==> src/verilog/lbs_pkg.sv <==
// Purpose: Shared constants and types for the display power sequencer
// Assumes: 40 MHz clock
// Notes:   Delays in milliseconds are scaled to cycles in the sequencer
package lbs_pkg;

	// ----------------------------------------------------------------
	// Timing
	// ----------------------------------------------------------------
	localparam int LBS_CLOCK_HZ = 40000000;
	localparam int LBS_BIAS_SETTLE_US = 200;
	localparam int LBS_OTP_LOAD_US = 700;
	localparam int LBS_MS_PER_S = 1000;
	localparam int LBS_US_PER_S = 1000000;
	localparam int LBS_BIAS_SETTLE_CYC =
		LBS_BIAS_SETTLE_US * (LBS_CLOCK_HZ / LBS_US_PER_S);
	localparam int LBS_OTP_LOAD_CYC =
		LBS_OTP_LOAD_US * (LBS_CLOCK_HZ / LBS_US_PER_S);
	localparam int LBS_CYC_PER_MS = LBS_CLOCK_HZ / LBS_MS_PER_S;
	localparam logic [7:0] LBS_MAX_DELAY_MS = 8'hC8;
	localparam int LBS_TIMER_W = 24;
	localparam int LBS_BRIGHT_W = 11;
	localparam logic [LBS_BRIGHT_W-1:0] LBS_BRIGHT_ZERO = 11'h000;

	// ----------------------------------------------------------------
	// Types
	// ----------------------------------------------------------------
	typedef enum logic [4:0] {
		LBS_OFF       = 5'h00,
		LBS_BIAS_WAIT = 5'h01,
		LBS_OTP_LOAD  = 5'h03,
		LBS_STANDBY   = 5'h02,
		LBS_CTRL_UP   = 5'h06,
		LBS_BOOST_UP  = 5'h07,
		LBS_VPOS_UP   = 5'h05,
		LBS_VNEG_UP   = 5'h04,
		LBS_OREF_UP   = 5'h0C,
		LBS_ACTIVE    = 5'h0D,
		LBS_BL_ON     = 5'h0F,
		LBS_BL_DOWN   = 5'h0E,
		LBS_VPOS_DN   = 5'h0A,
		LBS_VNEG_DN   = 5'h0B,
		LBS_OREF_DN   = 5'h09,
		LBS_BOOST_DN  = 5'h08,
		LBS_CTRL_DN   = 5'h18
	} lbs_state_t;

	typedef struct packed {
		logic undervoltage;
		logic over_temperature;
		logic backlight_short;
		logic backlight_overcurrent;
		logic reference_overcurrent;
		logic positive_overcurrent;
		logic pump_short;
	} lbs_faults_t;

	typedef struct packed {
		logic control_regulator;
		logic boost;
		logic positive_bias_regulator;
		logic negative_charge_pump;
		logic reference_regulator;
		logic backlight;
	} lbs_rails_t;

	typedef struct packed {
		logic [7:0] control_ms;
		logic [7:0] positive_up_ms;
		logic [7:0] negative_up_ms;
		logic [7:0] reference_up_ms;
		logic [7:0] positive_down_ms;
		logic [7:0] negative_down_ms;
		logic [7:0] reference_down_ms;
	} lbs_delays_t;

	localparam lbs_rails_t LBS_RAILS_OFF = '0;

endpackage : lbs_pkg

==> src/verilog/lbs_sync.sv <==
// Purpose: Two-flop synchroniser for pin inputs
// Assumes: Inputs are asynchronous to clock
// Notes:   First stage is read only by the second
`timescale 1ns/100ps
module lbs_sync import lbs_pkg::*; #(
	parameter int WIDTH = 1
) (
	input wire logic clock,
	input wire logic rstn,
	input wire logic [WIDTH-1:0] pin,
	output logic [WIDTH-1:0] synced
);

	logic [WIDTH-1:0] stage;

	// ----------------------------------------------------------------
	// Two stages
	// ----------------------------------------------------------------
	always_ff @(posedge clock) begin
		if (!rstn) begin
			stage <= '0;
			synced <= '0;
		end else begin
			stage <= pin;
			synced <= stage;
		end
	end

endmodule : lbs_sync

==> src/verilog/lbs_timer.sv <==
// Purpose: Down counter for sequencer step delays
// Assumes: start is a one-cycle pulse
// Notes:   done is high while no count is running
`timescale 1ns/100ps
module lbs_timer import lbs_pkg::*; (
	input wire logic clock,
	input wire logic rstn,
	input wire logic start,
	input wire logic [LBS_TIMER_W-1:0] load,
	output logic done
);

	logic [LBS_TIMER_W-1:0] count;

	// ----------------------------------------------------------------
	// Count
	// ----------------------------------------------------------------
	always_ff @(posedge clock) begin
		if (!rstn) begin
			count <= '0;
		end else if (start) begin
			count <= load;
		end else if (count != '0) begin
			count <= count - 1'b1;
		end
	end

	always_ff @(posedge clock) begin
		if (!rstn) begin
			done <= 1'b1;
		end else if (start) begin
			done <= 1'b0;
		end else begin
			done <= (count <= {{(LBS_TIMER_W-1){1'b0}}, 1'b1});
		end
	end

endmodule : lbs_timer

==> src/verilog/lbs_sequencer.sv <==
// Purpose: Power-state sequencer for display bias and backlight supplies
// Assumes: Pins pass two flops; configuration comes from same clock
// Notes:   Delay settings are in milliseconds, clamped to the maximum
//
// What this block does
// - Leave reset for Standby once reset pin high and supply above UVLO.
// - Enable references and bias, then wait the bias settling delay.
// - Load registers from one-time memory before Standby.
// - Standby: writes allowed, bias on, oscillator and supplies off.
// - Run oscillator while a register write is in progress in Standby.
// - Display enable high, by pin or bit, starts power-up.
// - Start control regulator, boost, then bias; skip disabled regulator.
// - Wait programmed 0 to 200 ms after control regulator enable.
// - Hold boost step until boost output reaches 90 percent.
// - Enable positive, negative, reference outputs in turn by delays.
// - Start backlight only with enable bit set and brightness nonzero.
// - Backlight bit or brightness zero turns backlight off, supplies stay.
// - Display enable low shuts backlight off first.
// - Then disable positive, negative, reference outputs by shutdown delays.
// - Boost off, then after the control delay Standby, with control regulator off on entry.
// - Any listed fault runs the shutdown sequence.
`timescale 1ns/100ps
module lbs_sequencer import lbs_pkg::*; #(
	parameter int BIAS_SETTLE_CYC = LBS_BIAS_SETTLE_CYC,
	parameter int OTP_LOAD_CYC = LBS_OTP_LOAD_CYC,
	parameter int CYC_PER_MS = LBS_CYC_PER_MS
) (
	input wire logic clock,
	input wire logic rstn,
	input wire logic reset_n,
	input wire logic supply_above_uvlo,
	input wire logic display_power_enable,
	input wire logic display_power_enable_bit,
	input wire logic write_in_progress,
	input wire logic otp_load_done,
	input wire logic control_regulator_enable,
	input wire lbs_delays_t delays,
	input wire logic backlight_enable_bit,
	input wire logic [LBS_BRIGHT_W-1:0] brightness,
	input wire logic boost_at_ninety,
	input wire logic backlight_idle,
	input wire lbs_faults_t fault_pins,
	output logic references_on,
	output logic oscillator_on,
	output logic otp_loading,
	output logic standby,
	output lbs_rails_t rails,
	output lbs_state_t state
);

	// ----------------------------------------------------------------
	// Pin synchronisers
	// ----------------------------------------------------------------
	localparam int PIN_W = 4 + $bits(lbs_faults_t);

	logic [PIN_W-1:0] pins_raw;
	logic [PIN_W-1:0] pins;
	logic reset_pin;
	logic uvlo_ok;
	logic enable_pin;
	logic boost_good;
	lbs_faults_t faults;

	assign pins_raw = {reset_n, supply_above_uvlo, display_power_enable,
		boost_at_ninety, fault_pins};

	lbs_sync #(.WIDTH(PIN_W)) u_sync (
		.clock(clock),
		.rstn(rstn),
		.pin(pins_raw),
		.synced(pins)
	);

	assign reset_pin = pins[PIN_W-1];
	assign uvlo_ok = pins[PIN_W-2];
	assign enable_pin = pins[PIN_W-3];
	assign boost_good = pins[PIN_W-4];
	assign faults = pins[$bits(lbs_faults_t)-1:0];

	// ----------------------------------------------------------------
	// Conditions
	// ----------------------------------------------------------------
	logic powered;
	logic enabled;
	logic fault_any;
	logic shut_request;
	logic backlight_ok;
	logic timer_start;
	logic timer_done;
	logic [LBS_TIMER_W-1:0] timer_load;
	lbs_state_t next_state;
	lbs_rails_t next_rails;

	assign powered = reset_pin && uvlo_ok;
	assign enabled = enable_pin || display_power_enable_bit;
	assign fault_any = (|faults) || !uvlo_ok;
	assign shut_request = !enabled || fault_any;
	assign backlight_ok = backlight_enable_bit &&
		(brightness != LBS_BRIGHT_ZERO);

	// ----------------------------------------------------------------
	// Delay scaling
	// ----------------------------------------------------------------
	function automatic logic [LBS_TIMER_W-1:0] ms_cycles(
		input logic [7:0] ms
	);
		logic [7:0] clamped;
		logic [LBS_TIMER_W-1:0] scale;
		clamped = (ms > LBS_MAX_DELAY_MS) ? LBS_MAX_DELAY_MS : ms;
		scale = LBS_TIMER_W'(CYC_PER_MS);
		ms_cycles = LBS_TIMER_W'(clamped * scale);
	endfunction : ms_cycles

	function automatic logic [LBS_TIMER_W-1:0] step_delay(
		input lbs_state_t s,
		input lbs_delays_t d
	);
		case (s)
			LBS_BIAS_WAIT: step_delay = LBS_TIMER_W'(BIAS_SETTLE_CYC);
			LBS_OTP_LOAD: step_delay = LBS_TIMER_W'(OTP_LOAD_CYC);
			LBS_CTRL_UP: step_delay = ms_cycles(d.control_ms);
			LBS_VPOS_UP: step_delay = ms_cycles(d.positive_up_ms);
			LBS_VNEG_UP: step_delay = ms_cycles(d.negative_up_ms);
			LBS_OREF_UP: step_delay = ms_cycles(d.reference_up_ms);
			LBS_VPOS_DN: step_delay = ms_cycles(d.positive_down_ms);
			LBS_VNEG_DN: step_delay = ms_cycles(d.negative_down_ms);
			LBS_OREF_DN: step_delay = ms_cycles(d.reference_down_ms);
			LBS_CTRL_DN: step_delay = ms_cycles(d.control_ms);
			default: step_delay = '0;
		endcase
	endfunction : step_delay

	assign timer_start = (next_state != state);
	assign timer_load = step_delay(next_state, delays);

	lbs_timer u_timer (
		.clock(clock),
		.rstn(rstn),
		.start(timer_start),
		.load(timer_load),
		.done(timer_done)
	);

	// ----------------------------------------------------------------
	// Next state
	// ----------------------------------------------------------------
	always_comb begin
		next_state = state;
		case (state)
			LBS_OFF: begin
				if (powered) begin
					next_state = LBS_BIAS_WAIT;
				end
			end
			LBS_BIAS_WAIT: begin
				if (timer_done) begin
					next_state = LBS_OTP_LOAD;
				end
			end
			LBS_OTP_LOAD: begin
				if (timer_done && otp_load_done) begin
					next_state = LBS_STANDBY;
				end
			end
			LBS_STANDBY: begin
				if (enabled && !fault_any) begin
					next_state = control_regulator_enable ?
						LBS_CTRL_UP : LBS_BOOST_UP;
				end
			end
			LBS_CTRL_UP: begin
				if (shut_request) begin
					next_state = LBS_VPOS_DN;
				end else if (timer_done) begin
					next_state = LBS_BOOST_UP;
				end
			end
			LBS_BOOST_UP: begin
				if (shut_request) begin
					next_state = LBS_VPOS_DN;
				end else if (boost_good) begin
					next_state = LBS_VPOS_UP;
				end
			end
			LBS_VPOS_UP: begin
				if (shut_request) begin
					next_state = LBS_VPOS_DN;
				end else if (timer_done) begin
					next_state = LBS_VNEG_UP;
				end
			end
			LBS_VNEG_UP: begin
				if (shut_request) begin
					next_state = LBS_VPOS_DN;
				end else if (timer_done) begin
					next_state = LBS_OREF_UP;
				end
			end
			LBS_OREF_UP: begin
				if (shut_request) begin
					next_state = LBS_VPOS_DN;
				end else if (timer_done) begin
					next_state = LBS_ACTIVE;
				end
			end
			LBS_ACTIVE: begin
				if (shut_request) begin
					next_state = LBS_VPOS_DN;
				end else if (backlight_ok) begin
					next_state = LBS_BL_ON;
				end
			end
			LBS_BL_ON: begin
				if (shut_request) begin
					next_state = LBS_BL_DOWN;
				end else if (!backlight_ok) begin
					next_state = LBS_ACTIVE;
				end
			end
			LBS_BL_DOWN: begin
				if (backlight_idle) begin
					next_state = LBS_VPOS_DN;
				end
			end
			LBS_VPOS_DN: begin
				if (timer_done) begin
					next_state = LBS_VNEG_DN;
				end
			end
			LBS_VNEG_DN: begin
				if (timer_done) begin
					next_state = LBS_OREF_DN;
				end
			end
			LBS_OREF_DN: begin
				if (timer_done) begin
					next_state = LBS_BOOST_DN;
				end
			end
			LBS_BOOST_DN: begin
				next_state = rails.control_regulator ?
					LBS_CTRL_DN : LBS_STANDBY;
			end
			LBS_CTRL_DN: begin
				if (timer_done) begin
					next_state = LBS_STANDBY;
				end
			end
			default: begin
				next_state = LBS_OFF;
			end
		endcase
		if (!reset_pin) begin
			next_state = LBS_OFF;
		end else if (!uvlo_ok && state == LBS_STANDBY) begin
			next_state = LBS_OFF;
		end
	end

	always_ff @(posedge clock) begin
		if (!rstn) begin
			state <= LBS_OFF;
		end else begin
			state <= next_state;
		end
	end

	// ----------------------------------------------------------------
	// Rail enables
	// ----------------------------------------------------------------
	always_comb begin
		next_rails = rails;
		case (next_state)
			LBS_OFF, LBS_BIAS_WAIT, LBS_OTP_LOAD, LBS_STANDBY: begin
				next_rails = LBS_RAILS_OFF;
			end
			LBS_CTRL_UP: begin
				next_rails.control_regulator = 1'b1;
			end
			LBS_BOOST_UP: begin
				next_rails.boost = 1'b1;
			end
			LBS_VPOS_UP: begin
				next_rails.positive_bias_regulator = 1'b1;
			end
			LBS_VNEG_UP: begin
				next_rails.negative_charge_pump = 1'b1;
			end
			LBS_OREF_UP: begin
				next_rails.reference_regulator = 1'b1;
			end
			LBS_ACTIVE: begin
				next_rails.backlight = 1'b0;
			end
			LBS_BL_ON: begin
				next_rails.backlight = 1'b1;
			end
			LBS_BL_DOWN: begin
				next_rails.backlight = 1'b0;
			end
			LBS_VPOS_DN: begin
				next_rails.backlight = 1'b0;
				next_rails.positive_bias_regulator = 1'b0;
			end
			LBS_VNEG_DN: begin
				next_rails.negative_charge_pump = 1'b0;
			end
			LBS_OREF_DN: begin
				next_rails.reference_regulator = 1'b0;
			end
			LBS_BOOST_DN, LBS_CTRL_DN: begin
				next_rails.boost = 1'b0;
			end
			default: begin
				next_rails = LBS_RAILS_OFF;
			end
		endcase
	end

	always_ff @(posedge clock) begin
		if (!rstn) begin
			rails <= LBS_RAILS_OFF;
		end else begin
			rails <= next_rails;
		end
	end

	// ----------------------------------------------------------------
	// Housekeeping outputs
	// ----------------------------------------------------------------
	always_ff @(posedge clock) begin
		if (!rstn) begin
			references_on <= 1'b0;
			otp_loading <= 1'b0;
			standby <= 1'b0;
		end else begin
			references_on <= (next_state != LBS_OFF);
			otp_loading <= (next_state == LBS_OTP_LOAD);
			standby <= (next_state == LBS_STANDBY);
		end
	end

	always_ff @(posedge clock) begin
		if (!rstn) begin
			oscillator_on <= 1'b0;
		end else begin
			case (next_state)
				LBS_OFF, LBS_BIAS_WAIT, LBS_OTP_LOAD: begin
					oscillator_on <= 1'b0;
				end
				LBS_STANDBY: begin
					oscillator_on <= write_in_progress;
				end
				default: begin
					oscillator_on <= 1'b1;
				end
			endcase
		end
	end

endmodule : lbs_sequencer

==> config.mk <==
export PLATFORM = sky130hd
export DESIGN_NAME = lbs_sequencer
export DESIGN_NICKNAME = d
export VERILOG_FILES = /design/src/verilog/lbs_pkg.sv /design/src/verilog/lbs_sync.sv /design/src/verilog/lbs_timer.sv /design/src/verilog/lbs_sequencer.sv
export SDC_FILE = /design/constraint.sdc
export NUM_CORES = 1
export LEC_CHECK = 0
export BUFFER_PORTS_ARGS = -buffer_cell sky130_fd_sc_hd__buf_2
export CAP_MARGIN = 20
export CORE_MARGIN = 3
export CORE_UTILIZATION = 29
export DETAILED_ROUTE_END_ITERATION = 8
export PLACE_DENSITY = 0.42
export SYNTH_ARGS = -nofsm -noshare
export SYNTH_HDL_FRONTEND = slang
export SYNTH_SLANG_ARGS = --single-unit
==> constraint.sdc <==
create_clock -name clock -period 4.62 [get_ports clock]
set_input_delay 0 -clock clock [delete_from_list [all_inputs] [get_ports clock]]
set_output_delay 0 -clock clock [all_outputs]
set_load 0.01 [all_outputs]
==> run_results.csv, run 1 <==
group,metric,value,unit
cts,cts_tree,"done",
global_routing,grt_pass1_wl,59600,um
synthesis,synth_seq_area_share,10.2,%
critical_path,max_stage_delay,590,ps
cts,cts_buffers,9,
cts,cts_max_path_buffers,2,
synthesis,async_reset_ff_share,0,%
power,p_clk_share,13.6,%
cts,cts_num_sinks,62,
cts,clk_pin_slew,60,ps
worst_hold_path,whs_path_depth,2,
synthesis,synth_ff_type,"dfxtp_1",
synthesis,syn_area_per_cell,8.39,um^2
routing,num_vias,10818,
cts,clock-root-buffer,"clkbuf_16",
routing,drt-total-wl,37300,um
power,ir_drop,132,uV
place,dpl_worst_slack,-196,ps
floorplanning,start_util,29.6,%
critical_path,crit_path_end_kind,"register",
synthesis,synth_top_area_share,26.4,%
synthesis,synthTopCellsByArea,"ha_1, fa_1, dfxtp_1",
floorplanning,die_h,211,um
sta,setup_viol,0,
synthesis,synth_seq_cells,62,
place,hpwl,32000,um
synthesis,yosys_warnings,0,
critical_path,crit_arrival,4570,ps
critical_path,reg2reg_depth,10,
sta,period_minus_slack,4340,ps
power,switchingPower,2.49,mW
sta,finClkSkew,8.55,ps
cells_and_area,drive_above_1_share,18.7,%
worst_hold_path,holdCritPathClass,"primary input to register",
synthesis,synth_cell_types,94,
worst_hold_path,hold_path_startpoint,"rstn",
critical_path,r2r-end,"u_timer.count[9]",
cells_and_area,antenna_cells,0,
sta,worst_slew_pin_slew,821,ps
critical_path,path_max_fanout,2,
sta,min_period_over_period,93.9,%
floorplanning,num_io_pins,101,
cells_and_area,syn2layout_area_growth,19.3,%
sta,rsz0062_at_grt,"no",
power,p_int,2.81,mW
floorplanning,core_area,0.0412,mm^2
synthesis,syn-instance-count,1451,
power,seqPwrFrac,13.6,%
routing,drt.antenna.violating_nets,0,
sta,hold_violations,0,
cts,postCtsSetupBuffers,0,
routing,avgViaCountPerCell,4.95,
cts,htreeDepth,3,
global_routing,antenna_found_initial,0,
floorplanning,rows,74,
worst_hold_path,min_to,"u_timer.done",
synthesis,synth_edf_count,0,
floorplanning,dieArea,0.0445,mm^2
critical_path,critPathBufInv,4,
sta,slew_headroom,44.9,%
critical_path,crit_family,"adder cells",
critical_path,worst_path_max_delay_cell,"fa_1",
routing,first_iter_violations,609,
cells_and_area,fin_nets,2065,
synthesis,yosysTopAreaCell,"ha_1",
critical_path,criticalPathCategory,"primary input to register",
sta,hold_ws,51.8,ps
cells_and_area,fill_cells,4330,
power,p_sw_share,47.0,%
place,numPortBuffers,100,
global_routing,grt_start_max_net_pins,29,
global_routing,grt_pass1_vias,10831,
sta,setup_ws,282,ps
synthesis,synthesis.area,0.0122,mm^2
routing,wire_per_inst,17.1,um
routing,drcViolationCount,0,
power,combinationalPowerShare,72.8,%
floorplanning,die_w,211,um
job,drv_cap,0,
power,power.leakage,7.07,nW
global_routing,grt_use_total,16.8,%
cells_and_area,final_cell_mix,"ha_1, inv_1, buf_4, buf_2, nor2_1",
global_routing,grt_overflow,0,
power,power_density,365,mW/mm^2
critical_path,crit_path_frequent_cell,"ha_1",
sta,maxSlewViolCount,0,
cells_and_area,mostFrequentLayoutCell,"ha_1",
critical_path,worstPathRequired,4850,ps
critical_path,path_cells,"buf_2 > o31ai_1 > a21oi_1 > or2_2 > ha_1 > ha_1 > inv_1 > fa_1 > fa_1 > inv_1 > ha_1 > a21oi_2 > o2111ai_2 > a31o_2 > a21oi_2 > nor2b_1 > a311o_1 > a31oi_1 > buf_4 > a41o_1 > o21ai_2",
place,gp_congestion,0.878,
cts,clk_latency,340,ps
critical_path,cp-startpoint,"delays[8]",
critical_path,start_kind,"primary input",
synthesis,synth_nets,1866,
routing,dr.pass1.iters,5,
run_status,run_status,"finished clean",
critical_path,regToRegSetupSlack,800,ps
critical_path,r2r_start,"state[3]",
sta,fmax,231,MHz
## cell type report
| class | count | area (um^2) | share of cell area (%) |
|---|---|---|---|
| multi-input combinational | 1155 | 10100 | 69.2 |
| timing repair buffer | 240 | 1580 | 10.9 |
| sequential | 62 | 1240 | 8.54 |
| inverter | 182 | 683 | 4.70 |
| tap | 532 | 666 | 4.58 |
| clock buffer | 13 | 270 | 1.86 |
| clock inverter | 2 | 38.8 | 0.267 |
## metrics by stage
stage	cells	util [%]	total power [mW]	instance area [um^2]	TNS [ps]
floorplan	1451	-	3.37	12200	0
global placement	2159	34.1	4.55	14000	-666
detailed placement	2159	34.1	4.53	14000	-858
CTS	2186	35.1	5.31	14500	0
global route	2186	35.3	5.86	14500	0
finish	2186	35.3	5.30	14500	0
## cell families after synthesis
logic type | count (synthesis) | share of synthesized area (%)
mux | 6 | 0.493
simple gates | 444 | 19.5
buf+inv | 234 | 7.76
compound gates | 280 | 16.9
flops | 62 | 10.2
fa+ha+maj | 330 | 38.3
xor+xnor | 95 | 6.83
## Yosys cell counts (all sizes together) (8+ instances only)
cell      n
xnor2    42
nand2b   24
dfxtp    62
or2      12
and3      9
fa       72
or3      11
nor2b    37
buf      23
inv     182
xor2     53
nor3     50
a22oi    10
clkbuf   29
o21a     12
nor4     13
a21o     17
nor2     94
nand2    80
o21ai    48
ha      257
o22ai    27
and2     37
a221oi    8
o31ai    11
nand3    44
a211oi   12
a21oi    57
## worst max-delay path by stage
stage / to / cells past startpoint / slack, ps
floorplan: u_timer.count[23] / 20 / 40
global placement: u_timer.count[23] / 21 / -170
detailed placement: u_timer.count[20] / 20 / -200
CTS: u_timer.count[20] / 20 / 150
global route: u_timer.count[21] / 21 / 5
finish: u_timer.count[23] / 21 / 280
## registers in the layout, summed over array words and instances, names as in the netlist
| register | flops |
|---|---|
| u_sync.synced | 11 |
| standby | 1 |
| u_timer.count | 24 |
| u_sync.stage | 11 |
| rails | 6 |
| u_timer.done | 1 |
| state | 5 |
| references_on | 1 |
| otp_loading | 1 |
| oscillator_on | 1 |
## per-layer routing
metal	up-vias	track usage (%)	wire, um
li1	5497	-	-
met1	5064	24.7	18800
met2	229	27.5	16700
met3	28	1.17	1400
met4	0	2.56	434
met5	-	0	0
## what timing repair did
| action | CTS | global route |
|---|---|---|
| resized for setup | 0 | 18 |
| setup endpoints to repair | 0 | 5 |
| endpoints found under the hold margin | 12 | 0 |
| hold buffers | 12 | 0 |
## power by group through the flow
stage | Combinational (mW) | Sequential (mW) | Clock (mW)
after floorplan | 2.66 | 0.701 | 0
after global placement | 3.82 | 0.728 | 0
after detailed placement | 3.80 | 0.727 | 0
after CTS | 3.86 | 0.718 | 0.732
after global routing | 4.37 | 0.732 | 0.752
final | 3.86 | 0.720 | 0.720
No activity file was read; power rests on OpenSTA's default activity.
==> run 2: changes to the inputs <==
- CELL_PAD_IN_SITES_DETAIL_PLACEMENT: not set -> 1
- CELL_PAD_IN_SITES_GLOBAL_PLACEMENT: not set -> 2
- PLACE_DENSITY: 0.42 -> 0.64
==> run_results.csv, run 2 (synthesis results as in run 1) <==
group,metric,value,unit
cells_and_area,syn2layout_area_growth,20.4,%
place,gp_congestion,0.888,
cells_and_area,fill_cells,4904,
floorplanning,core_area,0.0412,mm^2
floorplanning,start_util,29.6,%
place,dpl_worst_slack,-190,ps
routing,drt.antenna.violating_nets,0,
sta,tns,0,ps
critical_path,path_max_fanout,3,
cells_and_area,multi_input_area,0.0101,mm^2
sta,slew_headroom,41.0,%
place,hpwl,34900,um
worst_hold_path,holdCritPathClass,"primary input to register",
global_routing,grt_pass1_wl,64600,um
sta,setup_ws,272,ps
critical_path,start_kind,"primary input",
global_routing,grt_overflow,0,
sta,worst_slew_pin_slew,880,ps
cts,cts_max_path_buffers,2,
routing,first_iter_violations,499,
sta,period_minus_slack,4350,ps
routing,drt-total-wl,40400,um
floorplanning,dieArea,0.0445,mm^2
cts,clk_latency,350,ps
place,placed_area,0.0141,mm^2
global_routing,grt_pass1_vias,11726,
critical_path,crit_family,"adder cells",
cts,cts_buffers,9,
sta,finClkSkew,8.93,ps
cts,clk_pin_slew,60,ps
power,power_density,379,mW/mm^2
global_routing,grt_start_max_net_pins,29,
floorplanning,num_io_pins,101,
sta,fmax,230,MHz
cells_and_area,antenna_cells,0,
routing,num_vias,11115,
routing,avgViaCountPerCell,5.07,
cells_and_area,seq_area,0.00124,mm^2
cts,clock-root-buffer,"clkbuf_16",
critical_path,critPathBufInv,4,
cts,htreeDepth,3,
critical_path,crit_path_end_kind,"register",
global_routing,antenna_found_initial,1,
job,drv_cap,0,
cells_and_area,mostFrequentLayoutCell,"ha_1",
critical_path,worst_path_max_delay_cell,"fa_1",
routing,dr.pass1.iters,5,
critical_path,regToRegSetupSlack,850,ps
global_routing,grt_use_total,18.2,%
sta,maxSlewViolCount,0,
critical_path,criticalPathCategory,"primary input to register",
cells_and_area,final_cell_mix,"ha_1, inv_1, buf_4, buf_2, nor2_1",
sta,min_period_over_period,94.1,%
cells_and_area,regMostFlops,"u_timer.count",
run_status,run_status,"finished clean",
cells_and_area,top_regs,"u_timer.count (24), u_sync.stage (11), u_sync.synced (11)",
sta,setup_viol,0,
cts,cts_num_sinks,62,
cts,cts_tree,"done",
sta,rsz0062_at_grt,"no",
cells_and_area,final_area,0.0147,mm^2
cells_and_area,largest_register_ffs,24,
cells_and_area,drive_above_1_share,19.5,%
critical_path,path_cells,"buf_2 > o31a_1 > o311ai_0 > buf_4 > nand2b_1 > ha_1 > ha_1 > inv_1 > fa_1 > fa_1 > inv_1 > fa_1 > a21oi_2 > o2111ai_1 > a21oi_1 > o21ba_2 > o21ai_0 > xor2_1 > a32oi_2 > and4b_1 > o22ai_2",
cells_and_area,fin_util,35.6,%
cells_and_area,fin_nets,2071,
critical_path,max_stage_delay,540,ps
floorplanning,die_h,211,um
power,ir_drop,180,uV
floorplanning,rows,74,
routing,wire_per_inst,18.4,um
routing,drcViolationCount,0,
power,power.leakage,7.13,nW
critical_path,worstPathRequired,4840,ps
sta,hold_violations,0,
place,numPortBuffers,100,
critical_path,crit_arrival,4570,ps
floorplanning,die_w,211,um
critical_path,crit_path_frequent_cell,"fa_1",
run 2: layout make-up:
cell class | count | area share [%]
well taps | 532 | 4.54
flip-flops and latches | 62 | 8.47
repair buffers | 246 | 11.1
multi-input cells | 1155 | 68.9
clock buffers | 9 | 1.54
clock inverters | 7 | 0.819
inverters | 182 | 4.66
run 2: report_power, final:
| part | total [mW] | internal (mW) | switching (mW) |
|---|---|---|---|
| logic | 4.02 | 1.75 | 2.27 |
| registers | 0.722 | 0.631 | 0.0909 |
| clock network | 0.808 | 0.530 | 0.279 |
run 2: through the flow:
| step | hold WS, ps | std cells | power, mW |
|---|---|---|---|
| CTS | 47.2 | 2193 | 5.56 |
| finish | 42.1 | 2193 | 5.55 |
| global route | 93.5 | 2193 | 6.11 |
| global placement | 206 | 2165 | 4.66 |
| floorplan | 127 | 1451 | 3.37 |
| detailed placement | 214 | 2165 | 4.70 |
run 2: path summary, 6_finish.rpt:
| check | startpoint | cells past startpoint | to |
|---|---|---|---|
| setup / recovery | delays[40] | 21 | u_timer.count[22] |
| hold / removal | rstn | 2 | u_timer.done |
| setup reg to reg | state[3] | 9 | u_timer.count[22] |
| hold reg to reg | u_sync.stage[3] | 1 | u_sync.synced[3] |
run 2: metal layers:
layer	vias to the layer above	track usage (%)	wire (um)	part of all wire, %
li1	5487	-	-	-
met1	5433	25.4	19500	48
met2	175	32.0	19400	48
met3	20	1.04	1070	2.7
met4	0	2.47	402	1.0
met5	-	0	0	0
run 2: what timing repair did:
| item | in CTS | in global routing |
|---|---|---|
| resized for setup | 0 | 23 |
| hold buffers | 12 | 0 |
| endpoints found under the setup margin | 0 | 7 |
| setup buffers | 0 | 0 |
| endpoints found under the hold margin | 12 | 0 |
==> run 3: changes to the inputs <==
- CORE_ASPECT_RATIO: not set -> 2
==> run_results.csv, run 3 (synthesis results as in run 1) <==
group,metric,value,unit
run_status,run_status,"finished clean",
routing,top_layer,"met4",
cells_and_area,mostFrequentLayoutCell,"ha_1",
critical_path,criticalPathCategory,"primary input to register",
power,ir_drop,155,uV
critical_path,r2r_start,"state[0]",
floorplanning,core_area,0.0413,mm^2
cells_and_area,largest_register_ffs,24,
cells_and_area,regMostFlops,"u_timer.count",
critical_path,start_kind,"primary input",
cells_and_area,drive_above_1_share,19.9,%
critical_path,endpoint,"u_timer.count[22]",
routing,avgViaCountPerCell,5.15,
cts,cts_num_sinks,62,
routing,drcViolationCount,0,
place,numPortBuffers,100,
sta,maxSlewViolCount,0,
global_routing,grt_start_max_net_pins,29,
critical_path,crit_path_end_kind,"register",
place,gp_congestion,0.880,
routing,dr.pass1.iters,5,
global_routing,grt_pass1_vias,12601,
sta,tns,0,ps
floorplanning,die_h,296,um
critical_path,cp-startpoint,"delays[40]",
routing,wire_per_inst,19.5,um
job,drv_cap,0,
sta,worst_slew_pin_slew,1080,ps
sta,fmax,229,MHz
floorplanning,die_w,151,um
global_routing,grt_pass1_wl,67800,um
routing,num_vias,11341,
global_routing,grt_overflow,0,
critical_path,path_cells,"buf_2 > o31a_1 > o311ai_0 > buf_4 > nand2b_1 > ha_1 > ha_1 > inv_1 > fa_1 > fa_1 > inv_1 > fa_2 > a21oi_2 > o2111ai_2 > a21oi_2 > o21ba_2 > o21ai_0 > xor2_1 > a32oi_1 > and4b_1 > o22ai_2",
power,power_density,380,mW/mm^2
routing,drt-total-wl,42900,um
sta,hold_ws,69.2,ps
critical_path,path_max_fanout,4,
sta,min_period_over_period,94.6,%
cts,clock-root-buffer,"clkbuf_16",
critical_path,worst_path_max_delay_cell,"fa_1",
critical_path,reg2reg_depth,9,
critical_path,max_stage_delay,540,ps
routing,drt.antenna.violating_nets,0,
global_routing,grt_use_total,19.4,%
cts,clk_latency,340,ps
routing,first_iter_violations,301,
critical_path,regToRegSetupSlack,760,ps
cells_and_area,final_cell_mix,"ha_1, inv_1, buf_4, buf_2, nor2_1",
sta,setup_viol,0,
floorplanning,start_util,29.5,%
worst_hold_path,holdCritPathClass,"primary input to register",
cells_and_area,fin_nets,2077,
sta,hold_violations,0,
critical_path,r2r-end,"u_timer.count[11]",
cells_and_area,antenna_cells,0,
power,finalPower,5.58,mW
routing,route.met3.wl,1010,um
sta,rsz0062_at_grt,"yes",
floorplanning,dieArea,0.0446,mm^2
cells_and_area,syn2layout_area_growth,20.6,%
routing,m1WireLength,15100,um
place,hpwl,37900,um
critical_path,crit_arrival,4580,ps
floorplanning,num_io_pins,101,
critical_path,worstPathRequired,4830,ps
routing,route.met2.wl,25000,um
cts,clk_pin_slew,60,ps
sta,slew_headroom,27.6,%
cts,htreeDepth,3,
cells_and_area,top_regs,"u_timer.count (24), u_sync.stage (11), u_sync.synced (11)",
floorplanning,rows,105,
power,power.leakage,7.14,nW
sta,period_minus_slack,4370,ps
sta,finClkSkew,8.62,ps
cts,cts_buffers,9,
cts,cts_tree,"done",
global_routing,antenna_found_initial,0,
cts,cts_max_path_buffers,2,
[run 3: cell count changes in the layout (fill, tap and decap cells not counted), sizes merged]
cell and change:
bufinv -1, inv +2, buf +6, clkinv -1
[run 3: worst min-delay path by stage]
| stage | cells past startpoint | startpoint | end | slack (ps) |
|---|---|---|---|---|
| 6_report | 2 | rstn | u_timer.done | 70 |
| 5_1_grt | 2 | rstn | u_timer.done | 120 |
| 4_1_cts | 2 | rstn | u_timer.done | 60 |
| 3_5_place_dp | 2 | supply_above_uvlo | u_sync.stage[9] | 210 |
| 3_3_place_gp | 2 | fault_pins[4] | u_sync.stage[4] | 210 |
| 2_1_floorplan | 1 | fault_pins[0] | u_sync.stage[0] | 130 |
[run 3: report_power, final]
group / leakage (nW) / internal [mW] / switching, mW
combinational: 6.48 / 1.80 / 2.30
sequential: 0.508 / 0.631 / 0.0888
clock: 0.157 / 0.480 / 0.284
total: 7.14 / 2.91 / 2.67
[run 3: critical path: cells and delay by family]
| family | cells | cell delay, ps |
|---|---|---|
| compound gates | 9 | 1640 |
| simple gates | 2 | 330 |
| fa+ha+maj | 5 | 2020 |
| buf+inv | 4 | 410 |
| xor+xnor | 1 | 160 |
[run 3: what timing repair did]
item / CTS / global route
gates resized for setup: 0 / 26
setup endpoints to repair: 0 / 7
endpoints found under the hold margin: 12 / 0
setup buffers: 0 / 1
hold buffers: 12 / 0
[run 3: layout make-up]
type / count / area (um^2)
fillers: 5017 / 26600
multi-input cells: 1155 / 10100
repair buffers: 252 / 1670
flip-flops and latches: 62 / 1240
inverters: 182 / 683
well taps: 535 / 669
clock buffers: 9 / 225
clock inverters: 7 / 103
[run 3: layer usage]
metal | GRT usage (%) | vias to the layer above
met3 | 1.15 | 64
met4 | 6.73 | 0
li1 | - | 5509
met5 | 0 | -
met1 | 19.3 | 5570
met2 | 40.6 | 198
[run 3: metrics by stage]
step	area (um^2)	worst slack [ps]	cells	utilization (%)
floorplan	12200	37.5	1451	-
global placement	14100	-220	2173	34.3
detailed placement	14100	-322	2173	34.3
CTS	14600	28.1	2201	35.3
global route	14700	-38.1	2202	35.6
finish	14700	250	2202	35.6
